### config.mk
export PLATFORM = sky130hd
export DESIGN_NAME = cta_exec
export DESIGN_NICKNAME = d
export VERILOG_FILES = /design/src/logic/cta_pkg.sv /design/src/logic/cta_alu.sv /design/src/logic/cta_exec.sv
export SDC_FILE = /design/constraint.sdc
export NUM_CORES = 1
export LEC_CHECK = 0
export BUFFER_PORTS_ARGS = -buffer_cell sky130_fd_sc_hd__buf_2
export CAP_MARGIN = 20
export CORE_AREA = 2 2 165 151
export DETAILED_ROUTE_END_ITERATION = 8
export DIE_AREA = 0 0 167 153
export PLACE_DENSITY = 0.61
export SKIP_LAST_GASP = 1
export SLEW_MARGIN = 20
export SYNTH_ARGS = -nofsm -noshare
export SYNTH_HDL_FRONTEND = slang
export SYNTH_SLANG_ARGS = --single-unit
### constraint.sdc
create_clock -name clock_i -period 40.3 [get_ports clock_i]
set_input_delay 4.03 -clock clock_i [delete_from_list [all_inputs] [get_ports clock_i]]
set_output_delay 4.03 -clock clock_i [all_outputs]
set_load 0.02 [all_outputs]
### src/logic/cta_pkg.sv
// Purpose: shared types and constants of the cycle-timed alu datapath
// Assumes: one system clock; all timing counted in whole clocks
// Notes: request and result travel as packed structs
//
// Behaviour
// - external-data moves reach on-chip or off-chip expansion ram or program flash
// - add, addc, subb with register source: one byte, one cycle
// - add, addc, subb with direct source: two bytes, two cycles
// - add, addc, subb with indirect source: one byte, two cycles
// - add, addc, subb with immediate source: two bytes, two cycles
// - and/or/xor into A: reg 1/1, indirect 1/2, direct or immediate 2/2
// - and/or/xor of A into a direct byte: two bytes, two cycles
// - and/or/xor of immediate into a direct byte: three bytes, three cycles
// - accumulator-only operations: one byte, one cycle
// - A/register moves 1/1; loads from direct or immediate 2/2
// - moving A or a register to a direct byte: two bytes, two cycles
// - direct-to-direct move: three bytes, three cycles
// - loading A from indirect ram: one byte, two cycles
// - timing counts system clocks only, no machine-cycle grouping
// - no instruction exceeds eight clocks; divide is the longest at eight
`default_nettype none

package cta_pkg;
   typedef logic [7:0] cta_byte_t;
   typedef logic [15:0] cta_addr_t;
   typedef logic [1:0] cta_len_t;
   typedef logic [3:0] cta_cyc_t;

   localparam cta_len_t CTA_LEN_ONE = 2'h1;
   localparam cta_len_t CTA_LEN_TWO = 2'h2;
   localparam cta_len_t CTA_LEN_THREE = 2'h3;
   localparam cta_cyc_t CTA_CYC_ONE = 4'h1;
   localparam cta_cyc_t CTA_CYC_TWO = 4'h2;
   localparam cta_cyc_t CTA_CYC_THREE = 4'h3;
   localparam cta_cyc_t CTA_CYC_MOVX = 4'h3;
   localparam cta_cyc_t CTA_CYC_MUL = 4'h4;
   localparam cta_cyc_t CTA_CYC_DIV = 4'h8;
   localparam cta_cyc_t CTA_CYC_MAX = 4'h8;
   localparam cta_cyc_t CTA_CNT_ZERO = 4'h0;
   localparam cta_cyc_t CTA_CNT_STEP = 4'h1;
   localparam cta_addr_t CTA_EXPANSION_DATA_RAM_ONCHIP_TOP = 16'h0FFF;
   localparam cta_byte_t CTA_BYTE_ZERO = 8'h00;
   localparam cta_byte_t CTA_BYTE_ONE = 8'h01;
   localparam logic [3:0] CTA_BCD_MAX = 4'h9;
   localparam logic [8:0] CTA_DA_LO = 9'h006;
   localparam logic [8:0] CTA_DA_HI = 9'h060;
   localparam logic [8:0] CTA_DA_NONE = 9'h000;

   typedef enum logic [4:0] {
      CTA_OP_ADD, CTA_OP_ADDC, CTA_OP_SUBB, CTA_OP_ANL, CTA_OP_ORL,
      CTA_OP_XRL, CTA_OP_CLR, CTA_OP_CPL, CTA_OP_RL, CTA_OP_RLC,
      CTA_OP_RR, CTA_OP_RRC, CTA_OP_SWAP, CTA_OP_DA, CTA_OP_MOV,
      CTA_OP_INC, CTA_OP_DEC, CTA_OP_MUL, CTA_OP_DIV, CTA_OP_MOVX
   } cta_op_t;

   // operand source / destination shape
   typedef enum logic [2:0] {
      CTA_AM_ACC, CTA_AM_REG, CTA_AM_DIRECT, CTA_AM_INDIRECT,
      CTA_AM_IMM, CTA_AM_DIR_ACC, CTA_AM_DIR_IMM, CTA_AM_DIR_DIR
   } cta_mode_t;

   typedef enum logic [1:0] {
      CTA_TGT_ONCHIP, CTA_TGT_OFFCHIP, CTA_TGT_FLASH
   } cta_tgt_t;

   typedef struct packed {
      logic cy;
      logic ac;
      logic ov;
      logic p;
   } cta_flags_t;

   typedef struct packed {
      cta_op_t op;
      cta_mode_t mode;
      logic to_mem;
      logic flash_sel;
      cta_addr_t addr;
      cta_byte_t acc;
      cta_byte_t b;
      cta_byte_t src;
      cta_byte_t imm;
      cta_flags_t flags;
   } cta_req_t;

   typedef struct packed {
      cta_byte_t data;
      cta_byte_t b;
      logic wr_acc;
      logic wr_mem;
      logic wr_b;
      cta_flags_t flags;
      cta_tgt_t tgt;
      cta_len_t bytes;
      cta_cyc_t cycles;
   } cta_res_t;
endpackage

`default_nettype wire

### src/logic/cta_alu.sv
// Purpose: combinational arithmetic and logic core
// Assumes: operands already selected by the sequencer
// Notes: parity is left to the caller, it depends on the final A
`timescale 1ns/100ps
`default_nettype none

module cta_alu (
   // operation and operands
   input wire cta_pkg::cta_op_t op_i,
   input wire cta_pkg::cta_byte_t a_i,
   input wire cta_pkg::cta_byte_t b_i,
   input wire cta_pkg::cta_byte_t breg_i,
   input wire cta_pkg::cta_flags_t flags_i,
   // results
   output cta_pkg::cta_byte_t res_o,
   output cta_pkg::cta_byte_t resb_o,
   output cta_pkg::cta_flags_t flags_o
);
   import cta_pkg::*;

   // plain add ignores the incoming carry
   wire logic cin = (op_i == CTA_OP_ADD) ? 1'b0 : flags_i.cy;
   wire logic [8:0] add9 = {1'b0, a_i} + {1'b0, b_i} + {8'h00, cin};
   wire logic [4:0] addlo = {1'b0, a_i[3:0]} + {1'b0, b_i[3:0]} + {4'h0, cin};
   wire logic [7:0] add7 = {1'b0, a_i[6:0]} + {1'b0, b_i[6:0]} + {7'h00, cin};
   wire logic [8:0] sub9 = {1'b0, a_i} - {1'b0, b_i} - {8'h00, cin};
   wire logic [4:0] sublo = {1'b0, a_i[3:0]} - {1'b0, b_i[3:0]} - {4'h0, cin};
   wire logic [7:0] sub7 = {1'b0, a_i[6:0]} - {1'b0, b_i[6:0]} - {7'h00, cin};
   wire logic da_lo = (a_i[3:0] > CTA_BCD_MAX) || flags_i.ac;
   wire logic [8:0] da1 = {1'b0, a_i} + (da_lo ? CTA_DA_LO : CTA_DA_NONE);
   wire logic da_hi = (da1[7:4] > CTA_BCD_MAX) || da1[8] || flags_i.cy;
   wire logic [8:0] da2 = {1'b0, da1[7:0]} + (da_hi ? CTA_DA_HI : CTA_DA_NONE);
   wire logic [15:0] prod = {8'h00, a_i} * {8'h00, breg_i};
   wire logic divz = (breg_i == CTA_BYTE_ZERO);
   wire cta_byte_t quot = divz ? a_i : a_i / breg_i;
   wire cta_byte_t rem = divz ? breg_i : a_i % breg_i;

   always_comb begin
      res_o = b_i;
      resb_o = breg_i;
      flags_o = flags_i;
      case (op_i)
         CTA_OP_ADD, CTA_OP_ADDC: begin
            res_o = add9[7:0];
            flags_o.cy = add9[8];
            flags_o.ac = addlo[4];
            flags_o.ov = add7[7] ^ add9[8];
         end
         CTA_OP_SUBB: begin
            res_o = sub9[7:0];
            flags_o.cy = sub9[8];
            flags_o.ac = sublo[4];
            flags_o.ov = sub7[7] ^ sub9[8];
         end
         CTA_OP_ANL: res_o = a_i & b_i;
         CTA_OP_ORL: res_o = a_i | b_i;
         CTA_OP_XRL: res_o = a_i ^ b_i;
         CTA_OP_CLR: res_o = CTA_BYTE_ZERO;
         CTA_OP_CPL: res_o = ~a_i;
         CTA_OP_RL: res_o = {a_i[6:0], a_i[7]};
         CTA_OP_RR: res_o = {a_i[0], a_i[7:1]};
         CTA_OP_RLC: begin
            res_o = {a_i[6:0], flags_i.cy};
            flags_o.cy = a_i[7];
         end
         CTA_OP_RRC: begin
            res_o = {flags_i.cy, a_i[7:1]};
            flags_o.cy = a_i[0];
         end
         CTA_OP_SWAP: res_o = {a_i[3:0], a_i[7:4]};
         CTA_OP_DA: begin
            res_o = da2[7:0];
            flags_o.cy = flags_i.cy | da1[8] | da2[8];
         end
         CTA_OP_INC: res_o = a_i + CTA_BYTE_ONE;
         CTA_OP_DEC: res_o = a_i - CTA_BYTE_ONE;
         CTA_OP_MUL: begin
            res_o = prod[7:0];
            resb_o = prod[15:8];
            flags_o.cy = 1'b0;
            flags_o.ov = |prod[15:8];
         end
         CTA_OP_DIV: begin
            res_o = quot;
            resb_o = rem;
            flags_o.cy = 1'b0;
            flags_o.ov = divz;
         end
         default: res_o = b_i;
      endcase
   end
endmodule // cta_alu

`default_nettype wire

### src/logic/cta_exec.sv
// Purpose: issues one instruction at a time and holds it for its clock count
// Assumes: operands arrive with the request; caller performs the write-back
// Notes: a new request may be taken in the last cycle of the previous one
`timescale 1ns/100ps
`default_nettype none

module cta_exec (
   // clock and reset
   input wire logic clock_i,
   input wire logic rst_n_i,
   // request
   input wire logic start_i,
   input wire cta_pkg::cta_req_t req_i,
   output logic ready_o,
   // result
   output logic busy_o,
   output logic done_o,
   output cta_pkg::cta_res_t res_o
);
   import cta_pkg::*;

   typedef enum logic {ST_IDLE, ST_EXEC} cta_state_t;

   function automatic logic cta_acc_only(cta_op_t op);
      logic r;
      r = 1'b0;
      case (op)
         CTA_OP_CLR, CTA_OP_CPL, CTA_OP_RL, CTA_OP_RLC,
         CTA_OP_RR, CTA_OP_RRC, CTA_OP_SWAP, CTA_OP_DA: r = 1'b1;
         default: r = 1'b0;
      endcase
      return r;
   endfunction

   // clock count from opcode class and operand shape
   function automatic cta_cyc_t cta_cycles(cta_op_t op, cta_mode_t mode);
      cta_cyc_t c;
      c = CTA_CYC_ONE;
      if (op == CTA_OP_MUL) begin
         c = CTA_CYC_MUL;
      end else if (op == CTA_OP_DIV) begin
         c = CTA_CYC_DIV;
      end else if (op == CTA_OP_MOVX) begin
         c = CTA_CYC_MOVX;
      end else if (cta_acc_only(op)) begin
         c = CTA_CYC_ONE;
      end else begin
         case (mode)
            CTA_AM_ACC, CTA_AM_REG: c = CTA_CYC_ONE;
            CTA_AM_DIRECT: c = CTA_CYC_TWO;
            CTA_AM_INDIRECT: c = CTA_CYC_TWO;
            CTA_AM_IMM: c = CTA_CYC_TWO;
            CTA_AM_DIR_ACC: c = CTA_CYC_TWO;
            CTA_AM_DIR_IMM: c = CTA_CYC_THREE;
            CTA_AM_DIR_DIR: c = CTA_CYC_THREE;
            default: c = CTA_CYC_TWO;
         endcase
      end
      return c;
   endfunction

   function automatic cta_len_t cta_bytes(cta_op_t op, cta_mode_t mode);
      cta_len_t n;
      n = CTA_LEN_ONE;
      if (cta_acc_only(op) || op == CTA_OP_MUL || op == CTA_OP_DIV || op == CTA_OP_MOVX) begin
         n = CTA_LEN_ONE;
      end else begin
         case (mode)
            CTA_AM_ACC, CTA_AM_REG: n = CTA_LEN_ONE;
            CTA_AM_INDIRECT: n = CTA_LEN_ONE;
            CTA_AM_DIR_IMM, CTA_AM_DIR_DIR: n = CTA_LEN_THREE;
            default: n = CTA_LEN_TWO;
         endcase
      end
      return n;
   endfunction

   cta_state_t state_q, state_d;
   cta_req_t req_q;
   cta_cyc_t cnt_q, cnt_d;
   cta_res_t res_q, res_d;
   cta_cyc_t run_q;
   logic ready_q, ready_d;
   logic busy_q;
   logic done_q;

   // issue control; every count is in system clocks
   wire cta_cyc_t cyc_w = cta_cycles(req_i.op, req_i.mode);
   wire logic accept_w = start_i && ready_q;
   wire logic last_w = (state_q == ST_EXEC) && (cnt_q == CTA_CNT_ZERO);
   wire logic step_w = (state_q == ST_EXEC) && (cnt_q != CTA_CNT_ZERO);

   assign state_d = accept_w ? ST_EXEC : (last_w ? ST_IDLE : state_q);
   assign cnt_d = accept_w ? cyc_w - CTA_CNT_STEP : (step_w ? cnt_q - CTA_CNT_STEP : cnt_q);
   assign ready_d = (state_d == ST_IDLE) || (cnt_d == CTA_CNT_ZERO);

   // operand steering
   wire cta_op_t op_w = req_q.op;
   wire cta_mode_t mode_w = req_q.mode;
   wire logic incdec_w = (op_w == CTA_OP_INC) || (op_w == CTA_OP_DEC);
   wire logic logic_w = (op_w == CTA_OP_ANL) || (op_w == CTA_OP_ORL) || (op_w == CTA_OP_XRL);
   wire logic dir_dest_w = logic_w && (mode_w == CTA_AM_DIR_ACC || mode_w == CTA_AM_DIR_IMM);
   wire logic mem_dest_w = incdec_w && (mode_w != CTA_AM_ACC);
   wire logic mov_w = (op_w == CTA_OP_MOV);
   wire logic movx_w = (op_w == CTA_OP_MOVX);
   wire logic imm_src_w = (mode_w == CTA_AM_IMM) || (mode_w == CTA_AM_DIR_IMM);
   wire logic acc_src_w = (mode_w == CTA_AM_DIR_ACC)
      || (mov_w && req_q.to_mem && mode_w == CTA_AM_REG)
      || (movx_w && req_q.to_mem);
   wire cta_byte_t opa_w = (dir_dest_w || mem_dest_w) ? req_q.src : req_q.acc;
   wire cta_byte_t opb_w = imm_src_w ? req_q.imm : (acc_src_w ? req_q.acc : req_q.src);
   wire logic wr_mem_w = dir_dest_w || mem_dest_w || ((mov_w || movx_w) && req_q.to_mem);
   wire logic wr_b_w = (op_w == CTA_OP_MUL) || (op_w == CTA_OP_DIV);

   // external-data target select
   wire cta_tgt_t tgt_w = req_q.flash_sel ? CTA_TGT_FLASH
      : ((req_q.addr <= CTA_EXPANSION_DATA_RAM_ONCHIP_TOP) ? CTA_TGT_ONCHIP : CTA_TGT_OFFCHIP);

   cta_byte_t alu_res_w;
   cta_byte_t alu_resb_w;
   cta_flags_t alu_flags_w;

   cta_alu u_alu (
      .op_i(op_w),
      .a_i(opa_w),
      .b_i(opb_w),
      .breg_i(req_q.b),
      .flags_i(req_q.flags),
      .res_o(alu_res_w),
      .resb_o(alu_resb_w),
      .flags_o(alu_flags_w)
   );

   // parity always tracks the accumulator as it stands after the operation
   wire cta_byte_t acc_after_w = wr_mem_w ? req_q.acc : alu_res_w;

   always_comb begin
      res_d = res_q;
      if (last_w) begin
         res_d.data = alu_res_w;
         res_d.b = alu_resb_w;
         res_d.wr_acc = !wr_mem_w;
         res_d.wr_mem = wr_mem_w;
         res_d.wr_b = wr_b_w;
         res_d.flags = alu_flags_w;
         res_d.flags.p = ^acc_after_w;
         res_d.tgt = tgt_w;
         res_d.bytes = cta_bytes(op_w, mode_w);
         res_d.cycles = cta_cycles(op_w, mode_w);
      end
   end

   always_ff @(posedge clock_i or negedge rst_n_i) begin
      if (!rst_n_i) begin
         state_q <= ST_IDLE;
         cnt_q <= CTA_CNT_ZERO;
         ready_q <= 1'b1;
         busy_q <= 1'b0;
         done_q <= 1'b0;
      end else begin
         state_q <= state_d;
         cnt_q <= cnt_d;
         ready_q <= ready_d;
         busy_q <= (state_d == ST_EXEC);
         done_q <= last_w;
      end
   end

   always_ff @(posedge clock_i or negedge rst_n_i) begin
      if (!rst_n_i) begin
         req_q <= '0;
         res_q <= '0;
      end else begin
         if (accept_w) begin
            req_q <= req_i;
         end
         res_q <= res_d;
      end
   end

   // clocks spent by the instruction in flight, for checking only
   always_ff @(posedge clock_i or negedge rst_n_i) begin
      if (!rst_n_i) begin
         run_q <= CTA_CNT_ZERO;
      end else if (accept_w) begin
         run_q <= CTA_CNT_STEP;
      end else if (step_w) begin
         run_q <= run_q + CTA_CNT_STEP;
      end
   end

   assign ready_o = ready_q;
   assign busy_o = busy_q;
   assign done_o = done_q;
   assign res_o = res_q;

   wire logic arith_w = (req_i.op == CTA_OP_ADD) || (req_i.op == CTA_OP_ADDC)
      || (req_i.op == CTA_OP_SUBB);
   wire logic logic_req_w = (req_i.op == CTA_OP_ANL) || (req_i.op == CTA_OP_ORL)
      || (req_i.op == CTA_OP_XRL);
   wire logic [8:0] chk_sum_w = {1'b0, req_i.acc} + {1'b0, req_i.src};
endmodule // cta_exec

`default_nettype wire

==> flow_metrics.py <==
metrics = {
    "routing": {
        "num_vias": 9745,
        "routed-wl-met3_microns": 3320,
        "postRouteAntennaNets": 0,
        "drtIter0Drc": 1025,
        "drt-total-wl_microns": 33600,
        "met1Wirelength_microns": 15700,
        "routedWlPerCell_microns": 20.7,
        "firstDrtPassIters": 5,
        "highest_layer": "met5",
        "via_per_inst": 6.00,
        "drc": 0,
        "met2_length_microns": 13500,
    },
    "setup_path": {
        "cp_data_required_time_ns": 40.52,
        "r2r-end": "res_o[8]$_DFFE_PN0P_",
        "critical_path_class": "flop to flop",
        "critPathLaunchType": "flop",
        "slowest_stage": "a41oi_1",
        "critPathMaxFanout": 21,
        "cpPeakStageDelay_ns": 0.81,
        "reg2reg_depth": 58,
        "worst_ep_arrival_time_ns": 17.45,
        "reg2reg_from": "op_w[4]$_DFFE_PN0P_",
        "cpLargestDelayFamily": "compound AO/OA/AOI/OAI gates",
        "worst_path_most_repeated_cell": "o21a_1",
        "cp-end-kind": "flop",
        "critPathBufInv": 2,
        "reg2reg_slack_ns": 23.07,
    },
    "placement": {
        "gp_congestion": 0.998,
        "portBuffers": 85,
        "hpwlAfterDp_microns": 25900,
    },
    "yosys": {
        "ys_top_cells_by_area": "dfrtp_1 20%, ha_1 14%, fa_1 8.3%",
        "seq_area_frac_synth_pct": 20.5,
        "yosysTopAreaCell": "dfrtp_1",
        "synth_top_area_share_pct": 20.3,
        "yosysWarningCount": 0,
        "ys.flop_type": "dfrtp_1",
        "synth_edf_count": 0,
        "synthTopCellsByCount": "149 x nand2_1, 120 x ha_1, 102 x inv_1, 89 x nor2_1, 86 x dfrtp_1",
        "syn_avg_cell_area_sq_um": 8.46,
        "netlist-cell-type-count": 88,
        "synthesis.nets": 1482,
        "synth.most_common_cell": "nand2_1",
        "postSynthCellCount": 1253,
        "ys_async_sr_fraction_pct": 100,
        "ys_ff_latch": 87,
        "syn-cell-area_sq_um": 10600,
    },
    "clock_network": {
        "htree_levels": 3,
        "numCtsBuffers": 9,
        "insertion_delay_ns": 0.35,
        "post_cts_buffers": 0,
        "cts_sinks": 87,
        "cts-root-buf": "clkbuf_16",
        "cts_tree": "done",
        "holdBufCountCts": 0,
        "cts_resized": 0,
        "clockBufferDepth": 2,
        "path_clk_slew_ns": 0.07,
    },
    "global_route": {
        "grt_max_degree": 61,
        "grt_pass1_wl_microns": 53000,
        "track_usage_pct": 26.5,
        "overflow": 0,
        "antenna_found_initial": 1,
        "grt_pass1_vias": 9267,
    },
    "floorplanning": {
        "rows": 54,
        "pin_count": 99,
        "dieArea_sq_um": 25600,
        "dieHeight_microns": 153,
        "floorplan.initialDensity_pct": 44.5,
        "design.core.area_sq_um": 23900,
        "die_w_microns": 167,
    },
    "timing": {
        "finalCriticalPeriod_ns": 17.23,
        "fin_skew_ns": 0.00564,
        "rsz0062_at_grt": "no",
        "finalHoldViolations": 0,
        "max_freq_ghz": 0.0580,
        "slew-limit-headroom_pct": 32.1,
        "finalCritPeriodShare_pct": 42.8,
        "worst_pin_slew_ns": 1.01,
        "slew_violations": 0,
        "fin_setup_tns_ns": 0,
        "setup_viol": 0,
    },
    "worst_hold_path": {
        "min_path_type": "flop to flop",
        "hp-start": "res_o[0]$_DFFE_PN0P_",
        "hold_depth": 2,
        "holdPathEnd": "res_o[0]$_DFFE_PN0P_",
    },
    "finish": {
        "antenna_cells": 0,
        "syn_to_final_growth_pct": 9.98,
        "fin_nets": 1540,
        "register_area_sq_um": 2180,
        "fillerInstances": 2318,
        "drive_gt1_share_pct": 15.8,
        "multi_input_area_sq_um": 7810,
    },
    "outcome": {
        "status": "finished, final reports clean",
    },
    "job": {
        "cap_violations": 0,
    },
}
-- cell type report --
cell class,count,area share [%]
inverters,108,3.48
repair buffers,104,4.89
flip-flops and latches,87,18.7
well taps,308,3.30
clock inverters,6,0.654
multi-input cells,1001,67.0
clock buffers,10,2.05
-- worst register-to-register path, delay by kind of cell, from the launching register on --
kind	cells	cell delay [ns]
multiplexers	5	1.59
flip-flops	1	0.77
XOR/XNOR	4	0.98
AND/OR/NAND/NOR	8	1.91
adder cells (fa/ha/maj)	8	2.65
AO/OA/AOI/OAI	31	8.92
buffers and inverters	2	0.30
-- cells in the final DEF, fill, tap and decap left out, drive strengths merged, types with 6 or more instances in the layout --
cell,Yosys,final
nor4,13,13
nor2,89,89
mux2i,21,21
nor3b,8,8
a31oi,13,13
inv,106,108
nor2b,9,9
nand3,12,12
o21a,15,15
a222oi,7,7
xor2,15,15
and2,10,10
fa,44,44
a21oi,56,56
clkbuf,48,10
o31ai,7,7
dfrtp,86,86
o21ai,78,78
xnor2,42,42
o21bai,7,7
or2,6,6
nand2b,18,18
o211a,9,9
and3,7,7
nand4,6,6
ha,120,120
nor3,39,39
a21o,15,15
buf,9,104
nand2,149,149
o22ai,15,15
o211ai,13,13
mux2,63,63
-- metrics by stage --
step / util, % / cells / setup slack [ns] / cell area [sq um] / hold WS [ns]
after global placement: 47.6 / 1608 / 23.32 / 11300 / 0.453
after detailed placement: 47.6 / 1608 / 23.10 / 11300 / 0.457
after CTS: 48.9 / 1624 / 23.03 / 11700 / 0.474
final: 48.9 / 1624 / 23.07 / 11700 / 0.468
after floorplan: - / 1253 / 26.49 / 10600 / 0.451
after global routing: 48.9 / 1624 / 21.71 / 11700 / 0.489
-- worst max path at each step --
stage | end | from | slack, ns | depth (start not counted)
floorplan | res_o[8]$_DFFE_PN0P_ | op_w[2]$_DFFE_PN0P_ | 26.49 | 61
global placement | res_o[8]$_DFFE_PN0P_ | op_w[4]$_DFFE_PN0P_ | 23.32 | 58
detailed placement | res_o[8]$_DFFE_PN0P_ | op_w[4]$_DFFE_PN0P_ | 23.10 | 58
CTS | res_o[8]$_DFFE_PN0P_ | op_w[4]$_DFFE_PN0P_ | 23.03 | 58
global route | res_o[8]$_DFFE_PN0P_ | op_w[4]$_DFFE_PN0P_ | 21.71 | 58
finish | res_o[8]$_DFFE_PN0P_ | op_w[4]$_DFFE_PN0P_ | 23.07 | 58
-- layer usage --
metal  GRT usage, %  vias to the layer above
met1           39.7                     4638
met2           37.3                      436
li1               -                     4587
met3           6.27                       82
met5              0                        -
met4           8.58                        2
-- sequential cells by signal, indices dropped and copies added (netlist names) --
register / flops
cnt_q: 4
req_q: 41
done_o: 1
mode_w: 3
busy_o: 1
res_o: 31
op_w: 5
ready_o: 1
-- cells by family (layout without fill, tap and decap cells) --
| family | count (synthesis) | count (layout) | share of synthesized area, % |
|---|---|---|---|
| xor gates and xnor gates | 59 | 59 | 5.13 |
| muxes | 84 | 84 | 8.81 |
| buffers and inverters | 165 | 228 | 5.96 |
| adders and majority gates | 164 | 164 | 22.5 |
| DFF | 87 | 87 | 20.5 |
| and+or+nand+nor | 388 | 388 | 17.3 |
| AOI/OAI and AO/OA | 306 | 306 | 19.8 |
Power is left out: the tool's default activity adds up to more than one toggle a clock period on the data nets, which glitch-free logic cannot reach.
